### src/pkg/clm_regs.vh
// Register map, field positions, reset values and link timing counts
// for the companion link master. Included by the design files by bare name.
`ifndef CLM_REGS_VH
`define CLM_REGS_VH

// ----------------------------------------------------------------------
// Register offsets
// ----------------------------------------------------------------------
`define CLM_OFS_STATUS      8'h00
`define CLM_OFS_ADDR        8'h04
`define CLM_OFS_DATA        8'h08
`define CLM_OFS_DIV         8'h0C

// ----------------------------------------------------------------------
// Status register fields and reset values
// ----------------------------------------------------------------------
`define CLM_BIT_SOFT_RESET  7
`define CLM_BIT_LINK_ERR    6
`define CLM_BIT_ERR_EN      5
`define CLM_BIT_DONE_EN     4
`define CLM_BIT_BUSY        0
`define CLM_RST_SOFT_RESET  1'h1
`define CLM_RST_BUSY        1'h1
`define CLM_RST_DIV         8'h04

// ----------------------------------------------------------------------
// Link timing counts, in link clocks, frame lengths and CRC polynomial
// ----------------------------------------------------------------------
`define CLM_INIT_LINK_CLKS  6'd48
`define CLM_TOUT_LINK_CLKS  6'd16
`define CLM_ERRW_LINK_CLKS  6'd48
`define CLM_TX_BITS         5'd26
`define CLM_RX_BITS         5'd16
`define CLM_CRC_POLY        8'h07

`endif

### src/verilog/clm_engine.v
// Serial engine of the companion link master: link clock divider,
// request framing, response capture, CRC check, time-out and reset sequence.
// Uses the divider live; the register bank also accepts divider writes while the engine is busy.
`timescale 1ns/1ps
`include "clm_regs.vh"

module clm_engine (
	input  wire        clk,
	input  wire        resetn,
	input  wire        hold,
	input  wire [7:0]  div,
	input  wire        start,
	input  wire        rw,
	input  wire [7:0]  addr,
	input  wire [7:0]  wdata,
	output reg         done_q,
	output reg         fail_q,
	output reg         init_done_q,
	output reg  [7:0]  rdata_q,
	output reg         link_clk_q,
	output reg         link_dout_q,
	input  wire        link_din
);

localparam [2:0] S_HOLD = 3'd0;
localparam [2:0] S_INIT = 3'd1;
localparam [2:0] S_IDLE = 3'd2;
localparam [2:0] S_SEND = 3'd3;
localparam [2:0] S_WAIT = 3'd4;
localparam [2:0] S_RECV = 3'd5;
localparam [2:0] S_CHK  = 3'd6;
localparam [2:0] S_ERRW = 3'd7;

reg  [2:0]  state_q;
reg  [7:0]  dcnt_q;
reg  [5:0]  cnt_q;
reg  [4:0]  bits_q;
reg  [25:0] shift_q;
reg         rw_q;
reg         din_s1_q;
reg         din_s2_q;
wire        tick;

// ----------------------------------------------------------------------
// CRC-8, used on both the request and the read response
// ----------------------------------------------------------------------
function [7:0] crc8;
	input [23:0] d;
	integer i;
	reg [7:0] c;
	begin
		c = 8'h00;
		for (i = 23; i >= 0; i = i - 1) begin
			if (c[7] ^ d[i])
				c = {c[6:0], 1'b0} ^ `CLM_CRC_POLY;
			else
				c = {c[6:0], 1'b0};
		end
		crc8 = c;
	end
endfunction

// ----------------------------------------------------------------------
// Link clock divider: one tick per (div + 1) master clocks
// ----------------------------------------------------------------------
assign tick = (dcnt_q == div);

// High from the tick to the half period; divider of 0 leaves the pin high
always @(posedge clk or negedge resetn) begin
	if (!resetn) begin
		dcnt_q     <= 8'h00;
		link_clk_q <= 1'b0;
	end else begin
		dcnt_q <= tick ? 8'h00 : dcnt_q + 8'h01;
		if (tick)
			link_clk_q <= 1'b1;
		else if (dcnt_q == {1'b0, div[7:1]})
			link_clk_q <= 1'b0;
	end
end

// Response pin comes from the companion, so it is synchronised first
always @(posedge clk or negedge resetn) begin
	if (!resetn) begin
		din_s1_q <= 1'b1;
		din_s2_q <= 1'b1;
	end else begin
		din_s1_q <= link_din;
		din_s2_q <= din_s1_q;
	end
end

// ----------------------------------------------------------------------
// Transaction sequencer
// ----------------------------------------------------------------------
always @(posedge clk or negedge resetn) begin
	if (!resetn) begin
		state_q     <= S_HOLD;
		cnt_q       <= 6'd0;
		bits_q      <= 5'd0;
		shift_q     <= 26'h3FFFFFF;
		rw_q        <= 1'b0;
		done_q      <= 1'b0;
		fail_q      <= 1'b0;
		init_done_q <= 1'b0;
		rdata_q     <= 8'h00;
		link_dout_q <= 1'b1;
	end else if (hold) begin
		// Abort anything in flight without reporting it
		state_q     <= S_HOLD;
		link_dout_q <= 1'b1;
		done_q      <= 1'b0;
		init_done_q <= 1'b0;
	end else begin
		done_q      <= 1'b0;
		init_done_q <= 1'b0;
		case (state_q)
		S_HOLD: begin
			cnt_q   <= 6'd0;
			state_q <= S_INIT;
		end
		S_INIT: if (tick) begin
			if (cnt_q == `CLM_INIT_LINK_CLKS - 6'd1) begin
				init_done_q <= 1'b1;
				state_q     <= S_IDLE;
			end else
				cnt_q <= cnt_q + 6'd1;
		end
		S_IDLE: if (start) begin
			shift_q <= {1'b0, rw, addr, wdata, crc8({7'h00, rw, addr, wdata})};
			bits_q  <= `CLM_TX_BITS;
			rw_q    <= rw;
			state_q <= S_SEND;
		end
		S_SEND: if (tick) begin
			if (bits_q != 5'd0) begin
				link_dout_q <= shift_q[25];
				shift_q     <= {shift_q[24:0], 1'b1};
				bits_q      <= bits_q - 5'd1;
			end else begin
				link_dout_q <= 1'b1;
				cnt_q       <= 6'd0;
				state_q     <= S_WAIT;
			end
		end
		S_WAIT: if (tick) begin
			// A low start bit is the companion's answer
			if (!din_s2_q) begin
				if (rw_q) begin
					bits_q  <= `CLM_RX_BITS;
					state_q <= S_RECV;
				end else begin
					done_q  <= 1'b1;
					fail_q  <= 1'b0;
					state_q <= S_IDLE;
				end
			end else if (cnt_q == `CLM_TOUT_LINK_CLKS - 6'd1) begin
				cnt_q   <= 6'd0;
				state_q <= S_ERRW;
			end else
				cnt_q <= cnt_q + 6'd1;
		end
		S_RECV: if (tick) begin
			shift_q <= {shift_q[24:0], din_s2_q};
			bits_q  <= bits_q - 5'd1;
			if (bits_q == 5'd1)
				state_q <= S_CHK;
		end
		S_CHK: begin
			if (crc8({16'h0000, shift_q[15:8]}) == shift_q[7:0]) begin
				rdata_q <= shift_q[15:8];
				done_q  <= 1'b1;
				fail_q  <= 1'b0;
				state_q <= S_IDLE;
			end else begin
				cnt_q   <= 6'd0;
				state_q <= S_ERRW;
			end
		end
		S_ERRW: if (tick) begin
			if (cnt_q == `CLM_ERRW_LINK_CLKS - 6'd1) begin
				done_q  <= 1'b1;
				fail_q  <= 1'b1;
				state_q <= S_IDLE;
			end else
				cnt_q <= cnt_q + 6'd1;
		end
		default: state_q <= S_HOLD;
		endcase
	end
end

endmodule // clm_engine

### src/verilog/clm_top.v
// Register bank of the companion link master and its control behaviour:
// soft reset, busy, error flag, interrupt outputs, address, data, divider.
// Assumes a simple synchronous register port from the embedded controller;
// read data appears one clock after the read strobe.
`timescale 1ns/1ps
`include "clm_regs.vh"

module clm_top (
	input  wire        clk,
	input  wire        resetn,
	input  wire [7:0]  reg_addr,
	input  wire        reg_wr,
	input  wire        reg_rd,
	input  wire [31:0] reg_wdata,
	output reg  [31:0] reg_rdata_q,
	output reg         err_irq_q,
	output reg         done_irq_q,
	output wire        link_clk_q,
	output wire        link_dout_q,
	input  wire        link_din
);

reg         soft_reset_q;
reg         link_err_q;
reg         error_irq_enable_q;
reg         done_irq_enable_q;
reg         busy_q;
reg  [7:0]  comp_addr_q;
reg  [7:0]  data_q;
reg  [7:0]  div_q;
reg         busy_d;
reg         link_err_d;
reg         rd_pend_q;
reg         eng_rd_q;
// Decode results and engine handshake
wire        eng_done;
wire        eng_fail;
wire        eng_init_done;
wire [7:0]  eng_rdata;
wire        idle;
wire        sel_status;
wire        sel_addr;
wire        sel_data;
wire        sel_div;
wire        launch_rd;
wire        launch_wr;
wire        wr_status;
wire        rst_set;
wire        rd_second;

// ----------------------------------------------------------------------
// Address decode and launch conditions
// ----------------------------------------------------------------------
assign sel_status = (reg_addr == `CLM_OFS_STATUS);
assign sel_addr   = (reg_addr == `CLM_OFS_ADDR);
assign sel_data   = (reg_addr == `CLM_OFS_DATA);
assign sel_div    = (reg_addr == `CLM_OFS_DIV);
assign idle       = !busy_q && !soft_reset_q;
assign wr_status  = reg_wr && sel_status;
assign rst_set    = wr_status && reg_wdata[`CLM_BIT_SOFT_RESET];
// A write wins over a read in the same cycle
// Launches are refused while busy or in soft reset; software polls busy first
assign launch_wr  = reg_wr && sel_data && idle;
// A data read while idle launches, unless it is the second read of a pair
assign launch_rd  = reg_rd && !reg_wr && sel_data && idle && !rd_pend_q;
// The second read only collects the returned byte and starts nothing
assign rd_second  = reg_rd && !reg_wr && sel_data && idle && rd_pend_q;

// ----------------------------------------------------------------------
// Serial engine
// ----------------------------------------------------------------------
clm_engine u_engine (
	.clk         (clk),
	.resetn      (resetn),
	.hold        (soft_reset_q),
	.div         (div_q),
	.start       (launch_wr || launch_rd),
	.rw          (launch_rd),
	.addr        (comp_addr_q),
	.wdata       (launch_wr ? reg_wdata[7:0] : data_q),
	.done_q      (eng_done),
	.fail_q      (eng_fail),
	.init_done_q (eng_init_done),
	.rdata_q     (eng_rdata),
	.link_clk_q  (link_clk_q),
	.link_dout_q (link_dout_q),
	.link_din    (link_din)
);

// ----------------------------------------------------------------------
// Busy: set by soft reset or a launch, cleared only by the engine
// ----------------------------------------------------------------------
always @* begin
	busy_d = busy_q;
	if (rst_set || soft_reset_q)
		busy_d = 1'b1;
	else if (launch_wr || launch_rd)
		busy_d = 1'b1;
	else if (eng_done || eng_init_done)
		busy_d = 1'b0;
end

// ----------------------------------------------------------------------
// Status and control bits
// ----------------------------------------------------------------------
always @(posedge clk or negedge resetn) begin
	if (!resetn) begin
		soft_reset_q       <= `CLM_RST_SOFT_RESET;
		busy_q             <= `CLM_RST_BUSY;
		link_err_q         <= 1'b0;
		error_irq_enable_q <= 1'b0;
		done_irq_enable_q  <= 1'b0;
	end else begin
		busy_q <= busy_d;
		if (wr_status) begin
			soft_reset_q       <= reg_wdata[`CLM_BIT_SOFT_RESET];
			error_irq_enable_q <= reg_wdata[`CLM_BIT_ERR_EN];
			done_irq_enable_q  <= reg_wdata[`CLM_BIT_DONE_EN];
		end
		// Flag follows its shared next-level logic, so the error interrupt
		// matches the flag whenever the error enable was already set the cycle before
		link_err_q <= link_err_d;
	end
end

// ----------------------------------------------------------------------
// Address, data and divider registers
// ----------------------------------------------------------------------
always @(posedge clk or negedge resetn) begin
	if (!resetn) begin
		comp_addr_q <= 8'h00;
		data_q      <= 8'h00;
		div_q       <= `CLM_RST_DIV;
	end else begin
		if (reg_wr && sel_addr)
			comp_addr_q <= reg_wdata[7:0];
		// Data writes during a transfer are dropped to protect the frame
		if (launch_wr)
			data_q <= reg_wdata[7:0];
		else if (eng_done && !eng_fail && eng_rd_q)
			data_q <= eng_rdata;
		// Divider only moves in soft reset or while busy, never while idle
		if (reg_wr && sel_div && (soft_reset_q || busy_q))
			div_q <= reg_wdata[7:0];
	end
end

// Remembers whether the transfer in flight is a read
always @(posedge clk or negedge resetn) begin
	if (!resetn)
		eng_rd_q <= 1'b0;
	else if (launch_wr || launch_rd)
		eng_rd_q <= launch_rd;
end

// ----------------------------------------------------------------------
// Two-read protocol: the first data read launches, the second collects
// ----------------------------------------------------------------------
// Soft reset and a write launch forget a pending pair; a read that fails
// still needs its second read, which then returns the old byte.
// Without this flag every collecting read would start yet another read.
always @(posedge clk or negedge resetn) begin
	if (!resetn)
		rd_pend_q <= 1'b0;
	else if (soft_reset_q || launch_wr)
		rd_pend_q <= 1'b0;
	else if (launch_rd)
		rd_pend_q <= 1'b1;
	else if (rd_second)
		rd_pend_q <= 1'b0;
end

// ----------------------------------------------------------------------
// Interrupt outputs
// ----------------------------------------------------------------------
always @(posedge clk or negedge resetn) begin
	if (!resetn) begin
		err_irq_q  <= 1'b0;
		done_irq_q <= 1'b0;
	end else begin
		err_irq_q  <= link_err_d && error_irq_enable_q;
		// Only transfer ends pulse this; the reset sequence end does not
		done_irq_q <= eng_done && done_irq_enable_q;
	end
end

// ----------------------------------------------------------------------
// Link error flag: next level, shared by the flag and the error interrupt
// ----------------------------------------------------------------------
// Hardware set beats a same-cycle software clear, so a failure that lands
// on the clearing write is never lost; the interrupt rises with the flag
// and falls in the cycle after a clear
always @* begin
	link_err_d = link_err_q;
	if (eng_done && eng_fail)
		link_err_d = 1'b1;
	else if (wr_status && reg_wdata[`CLM_BIT_LINK_ERR])
		link_err_d = 1'b0;
end

// ----------------------------------------------------------------------
// Register read-back; reserved bits and unmapped offsets read as zero
// ----------------------------------------------------------------------
always @(posedge clk or negedge resetn) begin
	if (!resetn)
		reg_rdata_q <= 32'h00000000;
	else if (reg_rd) begin
		if (sel_status)
			reg_rdata_q <= {24'h000000, soft_reset_q, link_err_q,
				error_irq_enable_q, done_irq_enable_q, 3'h0, busy_q};
		else if (sel_addr)
			reg_rdata_q <= {24'h000000, comp_addr_q};
		else if (sel_data)
			reg_rdata_q <= {24'h000000, data_q};
		else if (sel_div)
			reg_rdata_q <= {24'h000000, div_q};
		else
			reg_rdata_q <= 32'h00000000;
	end
end

endmodule // clm_top

### config.mk
export PLATFORM = sky130hd
export DESIGN_NAME = clm_top
export DESIGN_NICKNAME = d
export VERILOG_FILES = /design/src/verilog/clm_engine.v /design/src/verilog/clm_top.v
export VERILOG_INCLUDE_DIRS = /design/src /design/src/pkg
export SDC_FILE = /design/constraint.sdc
export NUM_CORES = 1
export LEC_CHECK = 0
export ABC_AREA = 1
export BUFFER_PORTS_ARGS = -buffer_cell sky130_fd_sc_hd__buf_2
export CORE_UTILIZATION = 50
export CTS_CLUSTER_DIAMETER = 100
export DETAILED_ROUTE_END_ITERATION = 8
export MAX_ROUTING_LAYER = met4
export PLACE_DENSITY = 0.81
export SLEW_MARGIN = 0
export SYNTH_ARGS = -nofsm -noshare
export SYNTH_HDL_FRONTEND = slang
export SYNTH_SLANG_ARGS = --single-unit
### constraint.sdc
create_clock -name clk -period 2.95 [get_ports clk]
set_input_delay 0.4425 -clock clk [delete_from_list [all_inputs] [get_ports clk]]
set_output_delay 0.4425 -clock clk [all_outputs]
set_load 0.01 [all_outputs]
==> results.ini <==
[flow_run]
drv_cap=0

[timing]
fmax_mhz=383
period_minus_slack_ps=2610
setup_tns_ps=0
final_max_slew_viol_count=0
setup_viol=0
max_slew.worst_pin.slew_ps=653
report.final.hold_viol_count=0
fin_worst_skew_ps=12.9
relSlewSlack=0.565
min_period_over_period=0.885
rsz0062_at_grt=no

[drt]
drtAntennaViolNets=0
firstDrtPassIters=5
routed_via_density=5.36
dr_total_vias=5700
drc=0
drtIter0Drc=456
wl_per_cell_um=14.2
wirelength_um=15100

[worst_setup_path]
cp-start-kind=flop
crit_path_end_kind=flop
crit_arrival_ps=2910
required_ps=3250
critPathMaxFanout=10
critPathKind=reg -> reg

[power]
pwr-share-clk=0.350
p_int_mw=2.31
p_seq_frac=0.473
total_power_mw=3.35
p_per_area_mw_per_mm2=478
power.switching_mw=1.04
ir_drop_mv=0.470
combPwrFrac=0.177
p_leak_nw=3.44
swShare=0.311

[floorplan]
core_area_mm2=0.0126
rows=41
pin_count=81
die-area_mm2=0.0134
die_x_um=116
die_h_um=116
initial_core_util=0.512

[cells_and_area]
final_cell_mix=nand2_1, inv_1, dfrtp_1
final_cells=1064
multiInputGateArea_mm2=0.00316
fin_area_mm2=0.00701
syn_to_final_growth_pct=8.48
diodes=0
nFillCells=1188
drive_gt1_frac=0.128
regArea_mm2=0.00267
layout.nets=937
final_common_cell=nand2_1

[clock_network]
htreeDepth=3
cts.clk_slew.worst_paths_ps=80
cts_buffers=9
tritoncts=yes
post-cts-setup-buffers=0
cts_resized=0
cts_root_buf=clkbuf_16
clkLatencyLatePin_ps=360
cts.sinks=105
ctsHoldBuffers=0
cts_buffer_depth=2

[synth]
yosysSeqAreaShare=0.413
synth_cell_types=49
synth.cell_area_mm2=0.00646
synthArstFlopShare=1.00
syn_inst=858
synth_edf_count=0
yosysWarnings=0
syn_area_per_cell_um2=7.53
ys_ff_latch=105
ys.flop_type=dfrtp_1

[outcome]
outcome=finished clean

[global_routing]
grt_pass1_wl_um=25200
grt_overflow=0
grt.total_usage=0.250
grt_max_degree=57
antenna_found_initial=0
grt_pass1_vias=5164

[placement]
place_area_mm2=0.00672
portBuffers=32
gp_congestion=0.917
place_inst=1048
dp_hpwl_um=11300

[worst_hold_path]
hold_path_class=in -> async

-- flip-flops by register name, indices dropped and copies added, names as in the netlist, 6 cells and up --
name,count
reg_rdata_q,8
u_engine.rdata_q,8
u_engine.shift_q,26
u_engine.cnt_q,6
div_q,8
comp_addr_q,8
u_engine.dcnt_q,8
data_q,8
-- final timing paths --
| kind | startpoint | endpoint | slack, ps | cells past startpoint |
|---|---|---|---|---|
| max in group asynchronous | resetn | u_engine.din_s1_q | 2090 | 2 |
| hold reg to reg | u_engine.din_s1_q | u_engine.din_s2_q | 360 | 0 |
| hold / removal | resetn | div_q[5] | 100 | 1 |
| min in group clk | link_din | u_engine.din_s1_q | 190 | 1 |
| setup / recovery | soft_reset_q | u_engine.shift_q[2] | 340 | 18 |
| setup reg to reg | soft_reset_q | u_engine.shift_q[2] | 340 | 18 |
-- power groups by stage --
stage	clock network (mW)	registers, mW	logic, mW
floorplan	0	1.58	0.462
global placement	0	1.60	0.578
detailed placement	0	1.61	0.585
CTS	1.19	1.58	0.589
global route	1.25	1.59	0.680
finish	1.17	1.58	0.592
-- metal layers --
| metal | GRT usage | vias to the layer above | wire length, um |
|---|---|---|---|
| met5 | - | - | 0 |
| met4 | 0.0803 | 0 | 293 |
| met3 | 0.0434 | 24 | 934 |
| met2 | 0.392 | 187 | 6960 |
| met1 | 0.331 | 2659 | 6930 |
| li1 | - | 2830 | - |
-- through the flow --
step / hold slack [ps] / utilization / worst slack (ps)
after floorplan: 147 / - / 893
after global placement: 345 / 0.533 / 447
after detailed placement: 351 / 0.533 / 402
after CTS: 118 / 0.556 / 404
after global routing: 155 / 0.556 / 140
final: 97.7 / 0.556 / 340
-- cells in the mapped netlist, types with 2 or more instances --
cell	count	area (um2)
nand2_1	235	882
nor2_2	3	18.8
a221oi_1	3	26.3
or2_1	2	12.5
xnor2_1	15	131
buf_4	25	188
o221ai_1	7	61.3
nand3_1	64	320
a21oi_1	27	135
o22ai_1	10	62.6
o21ai_1	10	50.1
nand4_1	10	62.6
nor4_1	6	37.5
o21ai_0	61	305
clkbuf_1	11	41.3
nor3_1	12	60.1
xnor3_1	3	67.6
dfrtp_1	73	1830
xor2_1	16	140
inv_2	6	22.5
o32ai_1	2	17.5
a31oi_1	11	68.8
nand4_2	2	25.0
buf_2	8	40.0
o211ai_1	13	97.6
nand3_2	3	30.0
dfstp_2	32	841
ha_1	5	62.6
nand2_2	4	25.0
inv_1	108	405
nor2_1	52	195
o2111ai_1	2	17.5
-- cell type report --
cell class / count / share of cell area
multi-input combinational: 616 / 0.450
sequential: 105 / 0.381
inverter: 114 / 0.0610
timing repair buffer: 41 / 0.0364
clock buffer: 10 / 0.0327
tap: 172 / 0.0307
clock inverter: 6 / 0.00821
-- critical path, stage by stage, from the launching register on --
cell,delay [ps]
dfstp_2,640
inv_1,110
nand2_2,180
nor2_4,70
nand3_2,190
nand2_1,130
nand2_1,150
nand2_1,90
nand2_1,130
inv_1,50
nand2_1,70
nand2_1,50
nand2_1,60
nand2_1,50
nor2_1,240
nand3_1,120
nand3_1,110
nand2_1,60
inv_1,50
-- cell families (layout without fill, tap and decap cells) --
logic type,Yosys count,after routing,synth area share
other,1,24,0.000580
buffers and inverters,160,171,0.112
AO/OA/AOI/OAI,153,153,0.141
adder cells (fa/ha/maj),5,5,0.00968
flip-flops,105,105,0.413
XOR/XNOR,35,35,0.0550
AND/OR/NAND/NOR,399,399,0.270
(Power assumes the default switching activity.)
